--- src/common/ricf_pkg.sv ---
// Shared constants, types and the check-register step for the identity front end
package ricf_pkg;
   // Identity code layout, low bits first on the wire
   localparam int FAMILY_W = 8;
   localparam int SERIAL_W = 48;
   localparam int CRC_W    = 8;
   localparam int DATA_W   = FAMILY_W + SERIAL_W;
   localparam int ID_W     = DATA_W + CRC_W;
   localparam int IDX_W    = 6;

   // Check register: right-shifting form of x^8 + x^5 + x^4 + 1
   localparam logic [CRC_W-1:0] CRC_POLY = 8'h8c;
   localparam logic [CRC_W-1:0] CRC_INIT = 8'h00;

   localparam logic [IDX_W-1:0] CALC_LAST = 6'h37;
   localparam logic [IDX_W-1:0] ID_LAST   = 6'h3f;
   localparam logic [IDX_W-1:0] IDX_ZERO  = 6'h00;
   localparam logic [2:0]       BYTE_LAST = 3'h7;
   localparam logic [2:0]       BIT_ZERO  = 3'h0;

   // Search walk phases per identity bit
   localparam logic [1:0] PH_TRUE = 2'h0;
   localparam logic [1:0] PH_COMP = 2'h1;
   localparam logic [1:0] PH_PICK = 2'h2;

   // Link rates and the derived bit period in system clocks
   localparam int CLK_HZ       = 25_000_000;
   localparam int STD_RATE_BPS = 16_300;
   localparam int OD_RATE_BPS  = 142_000;
   localparam int SLOT_W       = 11;
   localparam logic [SLOT_W-1:0] STD_BIT_CYC =
      SLOT_W'((CLK_HZ + STD_RATE_BPS - 1) / STD_RATE_BPS);
   localparam logic [SLOT_W-1:0] OD_BIT_CYC =
      SLOT_W'((CLK_HZ + OD_RATE_BPS - 1) / OD_RATE_BPS);

   typedef enum logic [2:0] {
      ST_CALC,
      ST_IDLE,
      ST_CMD,
      ST_READ,
      ST_MATCH,
      ST_SEARCH,
      ST_MEM
   } ricf_state_e;

   typedef struct packed {
      logic valid;
      logic data;
   } ricf_bit_s;

   typedef struct packed {
      logic busReset;
      logic stdSpeed;
   } ricf_reset_s;

   typedef struct packed {
      logic       stb;
      logic [7:0] data;
   } ricf_byte_s;

   typedef struct packed {
      logic idReady;
      logic overdrive;
      logic memAccess;
   } ricf_status_s;

   typedef struct packed {
      ricf_state_e      st;
      logic             overdrive;
      logic             memAccess;
      logic             idReady;
      logic [CRC_W-1:0] crc;
      logic [CRC_W-1:0] idCrc;
      logic [IDX_W-1:0] cnt;
      logic [2:0]       bitCnt;
      logic [1:0]       phase;
      logic [7:0]       shift;
      ricf_bit_s        tx;
      ricf_byte_s       mem;
   } ricf_state_s;

   function automatic logic [CRC_W-1:0] crcStep(input logic [CRC_W-1:0] crc,
                                               input logic             inBit);
      logic [CRC_W-1:0] nxt;
      nxt = crc >> 1;
      if (crc[0] ^ inBit) begin
         nxt = nxt ^ CRC_POLY;
      end
      return nxt;
   endfunction : crcStep
endpackage : ricf_pkg

--- src/hdl/ricf_front_end.sv ---
// Identity code, check generator and command gate of the single-wire token
//
// What this block does
// - Holds a fixed 64-bit identity: family, serial number, check byte.
// - Family field sits in the lowest eight bits and is sent first.
// - Serial number of exactly 48 bits follows the family field.
// - Top eight bits are a check value over the lower 56 bits.
// - Check value comes from an 8-bit shift register for x^8+x^5+x^4+1.
// - Check register starts cleared to zero.
// - Bits enter one per step, family low bit first, then serial.
// - After the 48th serial bit the register equals the stored check.
// - Overdrive command byte at standard speed switches to high speed.
// - Memory commands pass only after a ROM-level command succeeded.
// - Every byte goes least significant bit first.
// - Standard rate about 16.3 kbit/s, high speed up to 142 kbit/s.
`timescale 1ns/1ns
module ricf_front_end #(
   // Arbitrary neutral identity values
   parameter logic [ricf_pkg::FAMILY_W-1:0] FAMILY_CODE = 8'h5a,
   parameter logic [ricf_pkg::SERIAL_W-1:0] SERIAL_NUM  = 48'h0123_4567_89ab,
   // ROM-level command codes
   parameter logic [7:0] CMD_READ     = 8'h33,
   parameter logic [7:0] CMD_MATCH    = 8'h55,
   parameter logic [7:0] CMD_SEARCH   = 8'hf0,
   parameter logic [7:0] CMD_SKIP     = 8'hcc,
   parameter logic [7:0] CMD_OD_SKIP  = 8'h3c,
   parameter logic [7:0] CMD_OD_MATCH = 8'h69
) (
   // Clock and reset
   input  wire  logic                            clk_sys,
   input  wire  logic                            rst_b,
   // Bit layer of the link
   input  wire  ricf_pkg::ricf_reset_s           linkReset,
   input  wire  ricf_pkg::ricf_bit_s             rxBit,
   input  wire  logic                            txReq,
   output ricf_pkg::ricf_bit_s                   txBit,
   output logic [ricf_pkg::SLOT_W-1:0]           bitCycles,
   // Memory function side
   output ricf_pkg::ricf_byte_s                  memByte,
   // Identity and status
   output logic [ricf_pkg::ID_W-1:0]             romCode,
   output ricf_pkg::ricf_status_s                status
);
   import ricf_pkg::*;

   logic [1:0]        rstSync_ff;
   logic              rstSyncB;
   ricf_state_s       cur_ff;
   ricf_state_s       nxt_cur;
   logic [DATA_W-1:0] idData;
   logic              idBit;
   logic [7:0]        rxByte;
   logic              lastBit;

   // Reset release through two stages
   always_ff @(posedge clk_sys or negedge rst_b) begin
      if (!rst_b) begin
         rstSync_ff <= 2'h0;
      end else begin
         rstSync_ff <= {rstSync_ff[0], 1'b1};
      end
   end
   assign rstSyncB = rstSync_ff[1];

   assign idData  = {SERIAL_NUM, FAMILY_CODE};
   assign romCode = {cur_ff.idCrc, idData};
   assign idBit   = romCode[cur_ff.cnt];
   assign rxByte  = {rxBit.data, cur_ff.shift[7:1]};
   assign lastBit = (cur_ff.cnt == ID_LAST);

   always_comb begin
      nxt_cur          = cur_ff;
      nxt_cur.tx.valid = 1'b0;
      nxt_cur.mem.stb  = 1'b0;
      case (cur_ff.st)
         ST_CALC: begin
            // Check byte built once after reset from the fixed fields
            nxt_cur.crc = crcStep(cur_ff.crc, idData[cur_ff.cnt]);
            nxt_cur.cnt = cur_ff.cnt + 1'b1;
            if (cur_ff.cnt == CALC_LAST) begin
               nxt_cur.idCrc   = crcStep(cur_ff.crc, idData[cur_ff.cnt]);
               nxt_cur.idReady = 1'b1;
               nxt_cur.cnt     = IDX_ZERO;
               nxt_cur.st      = ST_IDLE;
            end
         end
         ST_CMD: begin
            if (rxBit.valid) begin
               nxt_cur.shift  = rxByte;
               nxt_cur.bitCnt = cur_ff.bitCnt + 1'b1;
               if (cur_ff.bitCnt == BYTE_LAST) begin
                  nxt_cur.bitCnt = BIT_ZERO;
                  nxt_cur.cnt    = IDX_ZERO;
                  nxt_cur.phase  = PH_TRUE;
                  case (rxByte)
                     CMD_READ: begin
                        nxt_cur.st = ST_READ;
                     end
                     CMD_MATCH: begin
                        nxt_cur.st = ST_MATCH;
                     end
                     CMD_SEARCH: begin
                        nxt_cur.st = ST_SEARCH;
                     end
                     CMD_SKIP: begin
                        nxt_cur.st        = ST_MEM;
                        nxt_cur.memAccess = 1'b1;
                     end
                     CMD_OD_SKIP: begin
                        nxt_cur.overdrive = 1'b1;
                        nxt_cur.st        = ST_MEM;
                        nxt_cur.memAccess = 1'b1;
                     end
                     CMD_OD_MATCH: begin
                        nxt_cur.overdrive = 1'b1;
                        nxt_cur.st        = ST_MATCH;
                     end
                     default: begin
                        nxt_cur.st = ST_IDLE;
                     end
                  endcase
               end
            end
            if (txReq) begin
               nxt_cur.tx = '{valid: 1'b1, data: 1'b1};
            end
         end
         ST_READ: begin
            if (txReq) begin
               nxt_cur.tx  = '{valid: 1'b1, data: idBit};
               nxt_cur.cnt = cur_ff.cnt + 1'b1;
               if (lastBit) begin
                  nxt_cur.st        = ST_MEM;
                  nxt_cur.memAccess = 1'b1;
               end
            end
         end
         ST_MATCH: begin
            if (rxBit.valid) begin
               nxt_cur.cnt = cur_ff.cnt + 1'b1;
               if (rxBit.data != idBit) begin
                  nxt_cur.st = ST_IDLE;
               end else if (lastBit) begin
                  nxt_cur.st        = ST_MEM;
                  nxt_cur.memAccess = 1'b1;
               end
            end
            if (txReq) begin
               nxt_cur.tx = '{valid: 1'b1, data: 1'b1};
            end
         end
         ST_SEARCH: begin
            case (cur_ff.phase)
               PH_TRUE: begin
                  if (txReq) begin
                     nxt_cur.tx    = '{valid: 1'b1, data: idBit};
                     nxt_cur.phase = PH_COMP;
                  end
               end
               PH_COMP: begin
                  if (txReq) begin
                     nxt_cur.tx    = '{valid: 1'b1, data: ~idBit};
                     nxt_cur.phase = PH_PICK;
                  end
               end
               default: begin
                  // Master picks a direction; a device on the other branch drops out
                  if (rxBit.valid) begin
                     nxt_cur.phase = PH_TRUE;
                     nxt_cur.cnt   = cur_ff.cnt + 1'b1;
                     if (rxBit.data != idBit) begin
                        nxt_cur.st = ST_IDLE;
                     end else if (lastBit) begin
                        nxt_cur.st        = ST_MEM;
                        nxt_cur.memAccess = 1'b1;
                     end
                  end else if (txReq) begin
                     nxt_cur.tx = '{valid: 1'b1, data: 1'b1};
                  end
               end
            endcase
         end
         ST_MEM: begin
            // Bytes reach the memory functions only here
            if (rxBit.valid) begin
               nxt_cur.shift  = rxByte;
               nxt_cur.bitCnt = cur_ff.bitCnt + 1'b1;
               if (cur_ff.bitCnt == BYTE_LAST) begin
                  nxt_cur.bitCnt = BIT_ZERO;
                  nxt_cur.mem    = '{stb: 1'b1, data: rxByte};
               end
            end
         end
         default: begin
            // Idle: released line reads as one
            if (txReq) begin
               nxt_cur.tx = '{valid: 1'b1, data: 1'b1};
            end
         end
      endcase
      // Outside ST_CALC bus reset wins over the bit layer in the same cycle, except that a high-speed reset keeps that cycle's overdrive command
      if (cur_ff.st != ST_CALC && linkReset.busReset) begin
         nxt_cur.st        = ST_CMD;
         nxt_cur.cnt       = IDX_ZERO;
         nxt_cur.bitCnt    = BIT_ZERO;
         nxt_cur.phase     = PH_TRUE;
         nxt_cur.memAccess = 1'b0;
         nxt_cur.tx.valid  = 1'b0;
         nxt_cur.mem.stb   = 1'b0;
         if (linkReset.stdSpeed) begin
            nxt_cur.overdrive = 1'b0;
         end
      end
   end

   always_ff @(posedge clk_sys or negedge rstSyncB) begin
      if (!rstSyncB) begin
         cur_ff           <= '0;
         cur_ff.st        <= ST_CALC;
         cur_ff.crc       <= CRC_INIT;
         cur_ff.idCrc     <= CRC_INIT;
      end else begin
         cur_ff <= nxt_cur;
      end
   end

   assign txBit     = cur_ff.tx;
   assign memByte   = cur_ff.mem;
   assign status    = '{idReady:   cur_ff.idReady,
                        overdrive: cur_ff.overdrive,
                        memAccess: cur_ff.memAccess};
   assign bitCycles = cur_ff.overdrive ? OD_BIT_CYC : STD_BIT_CYC;
endmodule : ricf_front_end

--- config.mk ---
export PLATFORM = sky130hd
export DESIGN_NAME = ricf_front_end
export DESIGN_NICKNAME = d
export VERILOG_FILES = /design/src/common/ricf_pkg.sv /design/src/hdl/ricf_front_end.sv
export SDC_FILE = /design/constraint.sdc
export NUM_CORES = 1
export LEC_CHECK = 0
export BUFFER_PORTS_ARGS = -buffer_cell sky130_fd_sc_hd__buf_2
export CAP_MARGIN = 15
export CORE_MARGIN = 2
export CORE_UTILIZATION = 55
export DETAILED_ROUTE_END_ITERATION = 6
export PLACE_DENSITY = 0.86
export SLEW_MARGIN = 10
export SYNTH_ARGS = -nofsm -noshare
export SYNTH_HDL_FRONTEND = slang
export SYNTH_SLANG_ARGS = --single-unit
--- constraint.sdc ---
create_clock -name clk_sys -period 2.2 [get_ports clk_sys]
set_clock_uncertainty 0.15 [all_clocks]
set_input_delay 0.33 -clock clk_sys [delete_from_list [all_inputs] [get_ports clk_sys]]
set_output_delay 0.33 -clock clk_sys [all_outputs]
set_load 0.01 [all_outputs]
; ---- Word-level counts from Yosys, hierarchy flattened
; Memory sizes are Yosys's and may differ from the RTL's.
; Index checks and enable logic that the tools add are counted.
[op_classes]
bitwise_logic = 4
n_mux = 55
div_mod_pow = 0
order_cmp = 1
n_reduce_logical = 23
eq_ne = 30
n_mul = 0
shift = 0
add_sub_neg = 2
[op_table]
columns = op, count
row1 = two-way mux 11 bit, 3
row2 = case mux 6 bit (5 select lines), 1
row3 = two-way mux 9 bit, 3
row4 = two-way mux 3 bit, 8
row5 = two-way mux 6 bit, 4
row6 = "!= test 3 bit, second input constant", 8
row7 = two-way mux 19 bit, 1
row8 = AND reduction 6 bit, 3
row9 = "equality test 8 x 6 -> 1 bit, second input constant", 2
row10 = "equality test 8 x 7 -> 1 bit, second input constant", 2
row11 = "equality test 8 bit, second input constant", 2
row12 = two-way mux 8 bit, 2
row13 = case mux 8 bit (2 select lines), 1
row14 = two-way mux 5 bit, 3
row15 = case mux 3 bit (5 select lines), 1
row16 = two-way mux 2 bit, 7
row17 = two-way mux 1 bit, 13
row18 = "equality test 3 bit, second input constant", 4
row19 = "equality test 6 bit, second input constant", 2
row20 = case mux 2 bit (2 select lines), 3
row21 = case mux 3 bit (4 select lines), 1
row22 = AND reduction 3 bit, 4
row23 = OR reduction 2 bit, 5
row24 = nonzero test 3 bit, 3
row25 = other kinds (25), 29
[word_totals]
wordCells = 131
romBits = 64
output_inout_bits = 89
ram_bits = 0
memories = 1
latchBits = 0
register_bits = 54
in_bits = 7
[memory_table]
columns = memory, depth, width, rd, rd_ports_with_merged_regs, write_ports, line_no
row1 = (name not given), 64, 1, 1, 0, 0, ricf_front_end.sv:81  ; nxt_cur.idCrc = crcStep(cur_ff.crc, idData[cur_ff.cnt]);

; ---- Logic depth before layout (Yosys ltp)
; Gate-level depths: netlist (run 1).
[depth]
ltp_word = 8
mapped_depth = 10

; ---- Worst setup path before layout (run 1)
; OpenSTA, ideal clock, no wires.
[synth_path]
path_kind = reg-to-reg
startpoint = register cur_ff[24] (netlist bit)
endpoint = register cur_ff[41] (netlist bit)
path_stages_with_launch = 11
arrival_time_ps = 2098
setup_time_ps = 131
n_path_buf = 1
slack_ps = -179
cell_sequence = dfrtp_1 > buf_6 > inv_1 > ha_1 > inv_1 > mux2_4 > mux4_2 > mux2i_1 > o21ai_0 > mux2i_1 > o21ai_1
[synth_via]
elab_chain_cells = 4
[synth_rtl]
columns = item, line_no
row1 = "start, declared", ricf_front_end.sv:48  ; ricf_state_s cur_ff;
row2 = "start signal, assigned", ricf_front_end.sv:223  ; cur_ff <= nxt_cur;
row3 = memory (64 x 1 bit), n/a
row4 = two-way mux 1 bit, n/a
row5 = XOR 1 bit, n/a
row6 = two-way mux 8 bit, n/a
; No other way between the ends. The select of a mux whose other input is x is not followed.
; A chain may end at the register's enable or synchronous reset.

; ---- Final worst setup path (run 1)
[layout_path]
startpoint = register cur_ff[24] (netlist bit)
endpoint = register cur_ff[50] (netlist bit)
[layout_via]
elab_chain_cells = 8
word_cells_on_any_way = 14
classes_between = eq/ne: 4 / mux: 9 / reduce/logical: 1
[layout_rtl]
columns = item, line_no
row1 = binary-select mux 1 bit (select 6 bit), ricf_front_end.sv:67  ; assign idBit = romCode[cur_ff.cnt];
row2 = two-way mux 1 bit (implied by the code), ricf_front_end.sv:67
row3 = != test 1 bit, "ricf_front_end.sv:141, ricf_front_end.sv:171"
row4 = two-way mux 3 bit, ricf_front_end.sv:171  ; if (rxBit.data != idBit) begin
row5 = two-way mux 3 bit, ricf_front_end.sv:139  ; if (rxBit.valid) begin
row6 = two-way mux 3 bit, ricf_front_end.sv:153  ; case (cur_ff.phase)
row7 = case mux 3 bit (5 select lines), ricf_front_end.sv:75  ; case (cur_ff.st)
row8 = two-way mux 5 bit, ricf_front_end.sv:202  ; if (cur_ff.st != ST_CALC && linkReset.busReset) begin
; Parallel ways exist; a longest one is shown, timed or not. The select of a mux whose other input is x is not followed.

==> results.md, run 1 <==
- CP startpoint: cur_ff[24]
- ANT nets after route: 0
- Crit end category: register
- Worst reg2reg path depth: 10
- GR Overflow Total: 0
- CP arrival: ~2.4 ns
- YS warnings: 0
- Count leader, synth: buf_4
- Clock sinks: 53
- Area delta synth->final: 11.3%
- # Max-Cap Violations: 0
- Hold/Removal Path Class: register to asynchronous set/reset pin
- Largest net degree at the start of global routing: 19
- Violated checks: setup timing
- Initial Utilization: between 50 and 60%
- Wire length after detailed routing: roughly 8400 um
- RR Endpoint: cur_ff[50]
- CTS H-tree depth: 2
- TritonCTS buffer count: 5
- CTS Buffer Depth: 2
- Crit path time final: 2.34 ns
- I/O pins: 96
- Vias per cell: approximately 5.4
- Top post-synthesis cells by count: buf_4 (88), dfrtp_1 (53), nand2_1 (42)
- Top-area cell type share of the netlist area: around a third
- Synthesized area: between 3000 and 4000 sq um
- CP endpoint: cur_ff[50]
- Gate Count Post-Synth: about 440
- RSZ-0062 raised after global routing: true
- Final Max Tran Viols: 0
- Yosys reg bits: 53
- P per Cell Area: around 1100 nW/um^2
- First-pass GRT wire length: between 10000 and 15000 um
- Pleak: between 2 and 2.5 nW
- Fin nets: between 400 and 500
- Seq/Total Area, Yosys: about a third
- CP Data Required Time: around 2.3 ns
- Kind of critical path: register to register
- Critical Path Fanout Max: 5
- Die Ht: approximately 89 um
- Mapped Avg Cell Area: 9.03 sq um
- Vias after detailed routing: roughly 3100
- Reg clk slew, reported paths: 0.10 ns
- Final setup vio count: 8
- Ys flop type: dfrtp_1
- Maximum vdd ir drop: approximately 0.6 mV
- Crit start category: register
- Period utilisation layout: 106%
- Vias in the first global route: between 2000 and 3000
- DRC: 0
- Post-synth EDFFs: 0
- Post-DP HPWL: around 6000 um
- FF-to-FF Start: cur_ff[24]
- Setup WS post-layout: -0.142 ns
- Die X: between 80 and 90 um
- Hold Vio Cnt, Final: 0
- TritonCTS clock tree: yes
- Largest area contributor in the netlist: dfrtp_1
- PortBufs: 35
- GRT Util Overall: 20.9%
- Status: finished with violations
- Wirelength per Cell: between 10 and 15 um
- Initial antenna violation count: 0
- DRT iter0 DRCs: roughly 200
- Std cell rows: 30
- Router iterations before antenna repair: 4
- Area contributors post-synth: dfrtp_1 (34%), buf_4 (17%), mux2_2 (6.0%)
- TNS Setup: -0.662 ns
- Synth async-reset ratio: 100%
- Reg-to-reg slack, setup: -0.14 ns
- Post-Layout Cell Count: 578
- Placed cell count: about 560
- Share of cells above drive strength 1: 32.2%
- DIE AREA: 7890 sq um
- Gpl congestion: between 0.9 and 1
- CTS Root Buffer Type: clkbuf_8
- Clk Latency, worst-skew pair: ~0.31 ns
- Synth unique cells: 62
- # diodes: 0
- Fmax: roughly 430 MHz
- Core Box Area: 6870 sq um
[per-layer routing]
layer  GRT usage (%)  share of wire [%]  vias up
met1            25.7                 41     1546
met5               0                  0        -
met3            3.82                4.9       26
met4            8.82                2.8        0
met2            36.0                 52      108
li1                -                  -     1468
[sequential cells by signal, indices dropped and copies added, names as in the netlist]
register	flops
status	3
rstSync_ff	2
romCode	8
txBit	2
memByte	9
cur_ff	29
[metrics by stage]
stage | util (%) | cell area, sq um | hold WS (ns) | power [W] | setup slack [ns]
finish | 64.1 | 4400 | 0.0358 | 0.00465 | -0.142
global route | 64.1 | 4400 | 0.0301 | 0.00497 | -0.237
CTS | 61.0 | 4190 | 0.0257 | 0.00432 | -0.115
detailed placement | 58.9 | 4040 | -0.0323 | 0.00356 | -0.107
global placement | 58.9 | 4040 | -0.0329 | 0.00345 | -0.0387
floorplan | - | 4190 | -0.116 | 0.00304 | -0.108
[cells in the final DEF (no fill, tap or decap), types with 4 or more instances in the layout]
| cell | n |
|---|---|
| nand2_1 | 41 |
| nand2b_1 | 8 |
| conb_1 | 61 |
| nand4_1 | 4 |
| inv_1 | 5 |
| nor2_1 | 25 |
| mux2i_1 | 7 |
| o31ai_1 | 4 |
| clkbuf_8 | 5 |
| nor3_1 | 9 |
| mux2_2 | 21 |
| a21oi_1 | 18 |
| ha_4 | 4 |
| nand3_1 | 14 |
| dfrtp_1 | 49 |
| o21ai_1 | 8 |
| buf_2 | 35 |
| nor2b_1 | 7 |
| o21ai_0 | 20 |
| xnor2_1 | 4 |
| buf_6 | 5 |
| dfrtp_2 | 4 |
| buf_4 | 45 |
[cells by family after synthesis]
logic type,share of synthesized area [%]
DFF,33.5
AOI/OAI and AO/OA,14.7
buffers and inverters,20.5
other,0.190
and+or+nand+nor,16.5
xor gates and xnor gates,1.99
muxes,10.1
adders and majority gates,2.53
[how the worst min path moves through the flow]
stage	to	cells past startpoint	slack (ns)	startpoint
6_report	status[0]	0	0.04	rstSync_ff[1]
5_1_grt	status[1]	2	0.03	linkReset[0]
4_1_cts	status[1]	2	0.03	linkReset[0]
3_5_place_dp	rstSync_ff[0]	1	-0.03	rst_b
3_3_place_gp	rstSync_ff[0]	1	-0.03	rst_b
2_1_floorplan	rstSync_ff[0]	0	-0.12	rst_b
[final cells by class]
class	instances	area, sq um
Sequential cell	53	1330
Clock buffer	5	68.8
Inverter	9	36.3
Fill cell	542	2470
Tap cell	96	120
Multi-Input combinational cell	325	2200
Timing Repair Buffer	87	599
Clock inverter	3	48.8
[timing repair]
action                     in CTS  in global routing
pin swaps                       4                 18
hold endpoints to repair        2                  0
hold buffers                    1                  0
buffers inserted                1                  6
cloned                          0                  0
gates resized for setup         6                 31
setup endpoints to repair       8                 12
[power breakdown]
group | internal [W] | leakage, nW | switching [W]
Combinational | 0.00125 | 1.30 | 0.00121
Clock | 0.000347 | 0.0563 | 0.000346
Sequential | 0.00118 | 0.694 | 0.000317
Total | 0.00277 | 2.05 | 0.00188
[critical path: stages, from the launching register on]
cell,delay [ns]
dfrtp_2,0.46
inv_4,0.09
buf_12,0.10
ha_4,0.14
nor2_4,0.04
a2111oi_4,0.33
a31oi_1,0.07
o211a_1,0.13
o22a_4,0.29
xnor2_4,0.16
o41ai_2,0.28
No activity file was read; power rests on OpenSTA's default activity.
==> run 2: changes to the inputs <==
--- a/config.mk
+++ b/config.mk
@@ -10,7 +10,8 @@
 export CORE_MARGIN = 2
 export CORE_UTILIZATION = 55
 export DETAILED_ROUTE_END_ITERATION = 6
-export PLACE_DENSITY = 0.86
+export PLACE_DENSITY = 0.8
+export REMOVE_ABC_BUFFERS = 1
 export SLEW_MARGIN = 10
 export SYNTH_ARGS = -nofsm -noshare
 export SYNTH_HDL_FRONTEND = slang
==> run 2 against run 1 <==
  * The flow still finishes with violations (setup timing)
  * Combinational power is essentially flat
  * Via count grew 0.35%
  * Non-clock buffer count rose by 1
  * Fmax fell by 1.6%
==> results.md, run 2 (synthesis results as in run 1) <==
- Status: finished with violations
- Violated checks: setup timing
- ANT nets after route: 0
- Vias in the first global route: 2946
- FF-to-FF Start: cur_ff[24]
- DRT iter0 DRCs: 201
- Fmax: around 420 MHz
- Vias after detailed routing: 3159
- Clock sinks: between 50 and 60
- Top reg by flops: cur_ff
- RSZ-0062 raised after global routing: true
- Maximum vdd ir drop: 0.532 mV
- Worst path cell trace: inv_2 > buf_4 > buf_4 > ha_1 > mux2i_1 > a31oi_1 > o211a_1 > o22a_4 > xnor2_2 > o41ai_2
- Vias per cell: approximately 5.5
- Max FFs per register: 29
- First-pass GRT wire length: ~14000 um
- GR Overflow Total: 0
- P per Cell Area: about 1100 nW/um^2
- Largest net degree at the start of global routing: 32
- TritonCTS buffer count: 5
- Wire length after detailed routing: roughly 8600 um
- CTS H-tree depth: 2
- Clk Latency, worst-skew pair: 0.32 ns
- TritonCTS clock tree: yes
- I/O pins: 96
- # Max-Cap Violations: 0
- CP max-delay cell: dfrtp_1
- Final-layout fill cell count: between 500 and 600
- Total power draw: approximately 0.0045 W
- CP startpoint: cur_ff[24]
- Initial antenna violation count: 0
- Std cell rows: 30
- Die X: slightly below 90 um
- Reg clk slew, reported paths: roughly 0.11 ns
- # diodes: 0
- Kind of critical path: register to register
- Crit path time final: between 2 and 2.5 ns
- Area delta synth->final: 9.30%
- Crit end category: register
- Initial Utilization: 57.6%
- Period utilisation layout: 108%
- CTS Root Buffer Type: clkbuf_8
- Share of cells above drive strength 1: a little under a third
- Hold_ws: ~0.016 ns
- Wirelength per Cell: 14.8 um
- Router iterations before antenna repair: 4
- Hold_sp: linkReset[0]
- Reg-to-reg slack, setup: -0.18 ns
- Core Box Area: 6870 sq um
- Final Max Tran Viols: 0
- Final setup vio count: 8
- CTS Buffer Depth: 2
- DIE AREA: between 7000 and 8000 sq um
- GRT Util Overall: between 20% and 30%
- Hold/Removal Path Class: input port to register
- Critical Path Fanout Max: 6
- CP Data Required Time: 2.28 ns
- Die Ht: a little under 90 um
- DRC: 0
- Pleak: around 2.1 nW
- Worst Path Buf+Inv: 3
- Worst path most repeated cell: buf_4
- CP arrival: 2.46 ns
- CP max stage delay: 0.41 ns
- TNS Setup: -0.962 ns
- Hold Vio Cnt, Final: 0
- Most frequent cells in the layout: conb_1 (61), dfrtp_1 (51), buf_4 (48), nand2_1 (42), buf_2 (35)
- Crit start category: register
- Gpl congestion: a little under 1
- PortBufs: 35
- Fin nets: about 500
- Most common cell after layout, fill and taps aside: conb_1
- Post-DP HPWL: 6000 um
- Worst path top cell family by delay: compound AO/OA/AOI/OAI gates
- Setup WS post-layout: -0.181 ns
-- run 2: cell count changes in the layout (fill, tap and decap cells not counted), moves of 2 or more --
cell     delta
ha_4        -2
dfrtp_1     +2
o31ai_2     +2
buf_6       -3
ha_2        -2
buf_4       +3
o31ai_1     -2
ha_1        +4
o21ai_0     +2
dfrtp_2     -2
-- run 2: cell type report --
class | instances | area (sq um) | area share [%]
Timing Repair Buffer | 88 | 608 | 14.1
Sequential cell | 53 | 1330 | 30.7
Inverter | 9 | 33.8 | 0.781
Multi-Input combinational cell | 325 | 2130 | 49.4
Clock inverter | 3 | 28.8 | 0.666
Tap cell | 96 | 120 | 2.78
Clock buffer | 5 | 68.8 | 1.59
-- run 2: per-layer routing --
layer,vias to the layer above,wire length (um),track usage [%]
li1,1462,-,-
met1,1522,3390,27.8
met2,153,4370,38.9
met3,22,599,3.36
met4,0,201,8.68
met5,-,0,0
-- run 2: worst paths after layout --
path,end,cells past startpoint
max,cur_ff[50],10
min,status[1],2
max reg2reg,cur_ff[50],10
min reg2reg,memByte[0],0
max in group asynchronous,cur_ff[26],1
min in group asynchronous,memByte[0],0
-- run 2: power breakdown --
group,total (W),switching (W),internal [W]
Sequential,0.00148,0.000302,0.00118
Clock,0.000612,0.000373,0.000239
Combinational,0.00245,0.00120,0.00125
-- run 2: metrics by stage --
stage	util, %	instance area [sq um]	instances	setup slack [ns]
final	62.9	4320	579	-0.181
after global routing	62.9	4320	579	-0.264
after CTS	62.2	4270	580	-0.141
after detailed placement	58.5	4020	559	-0.153
after global placement	58.5	4020	559	-0.0464
after floorplan	-	3400	387	-0.263
-- run 2: what timing repair did --
action,CTS,global route
resized for setup,14,11
pin swaps,4,7
endpoints found under the hold margin,2,0
hold buffers,1,0
endpoints found under the setup margin,9,14
setup buffers,12,1
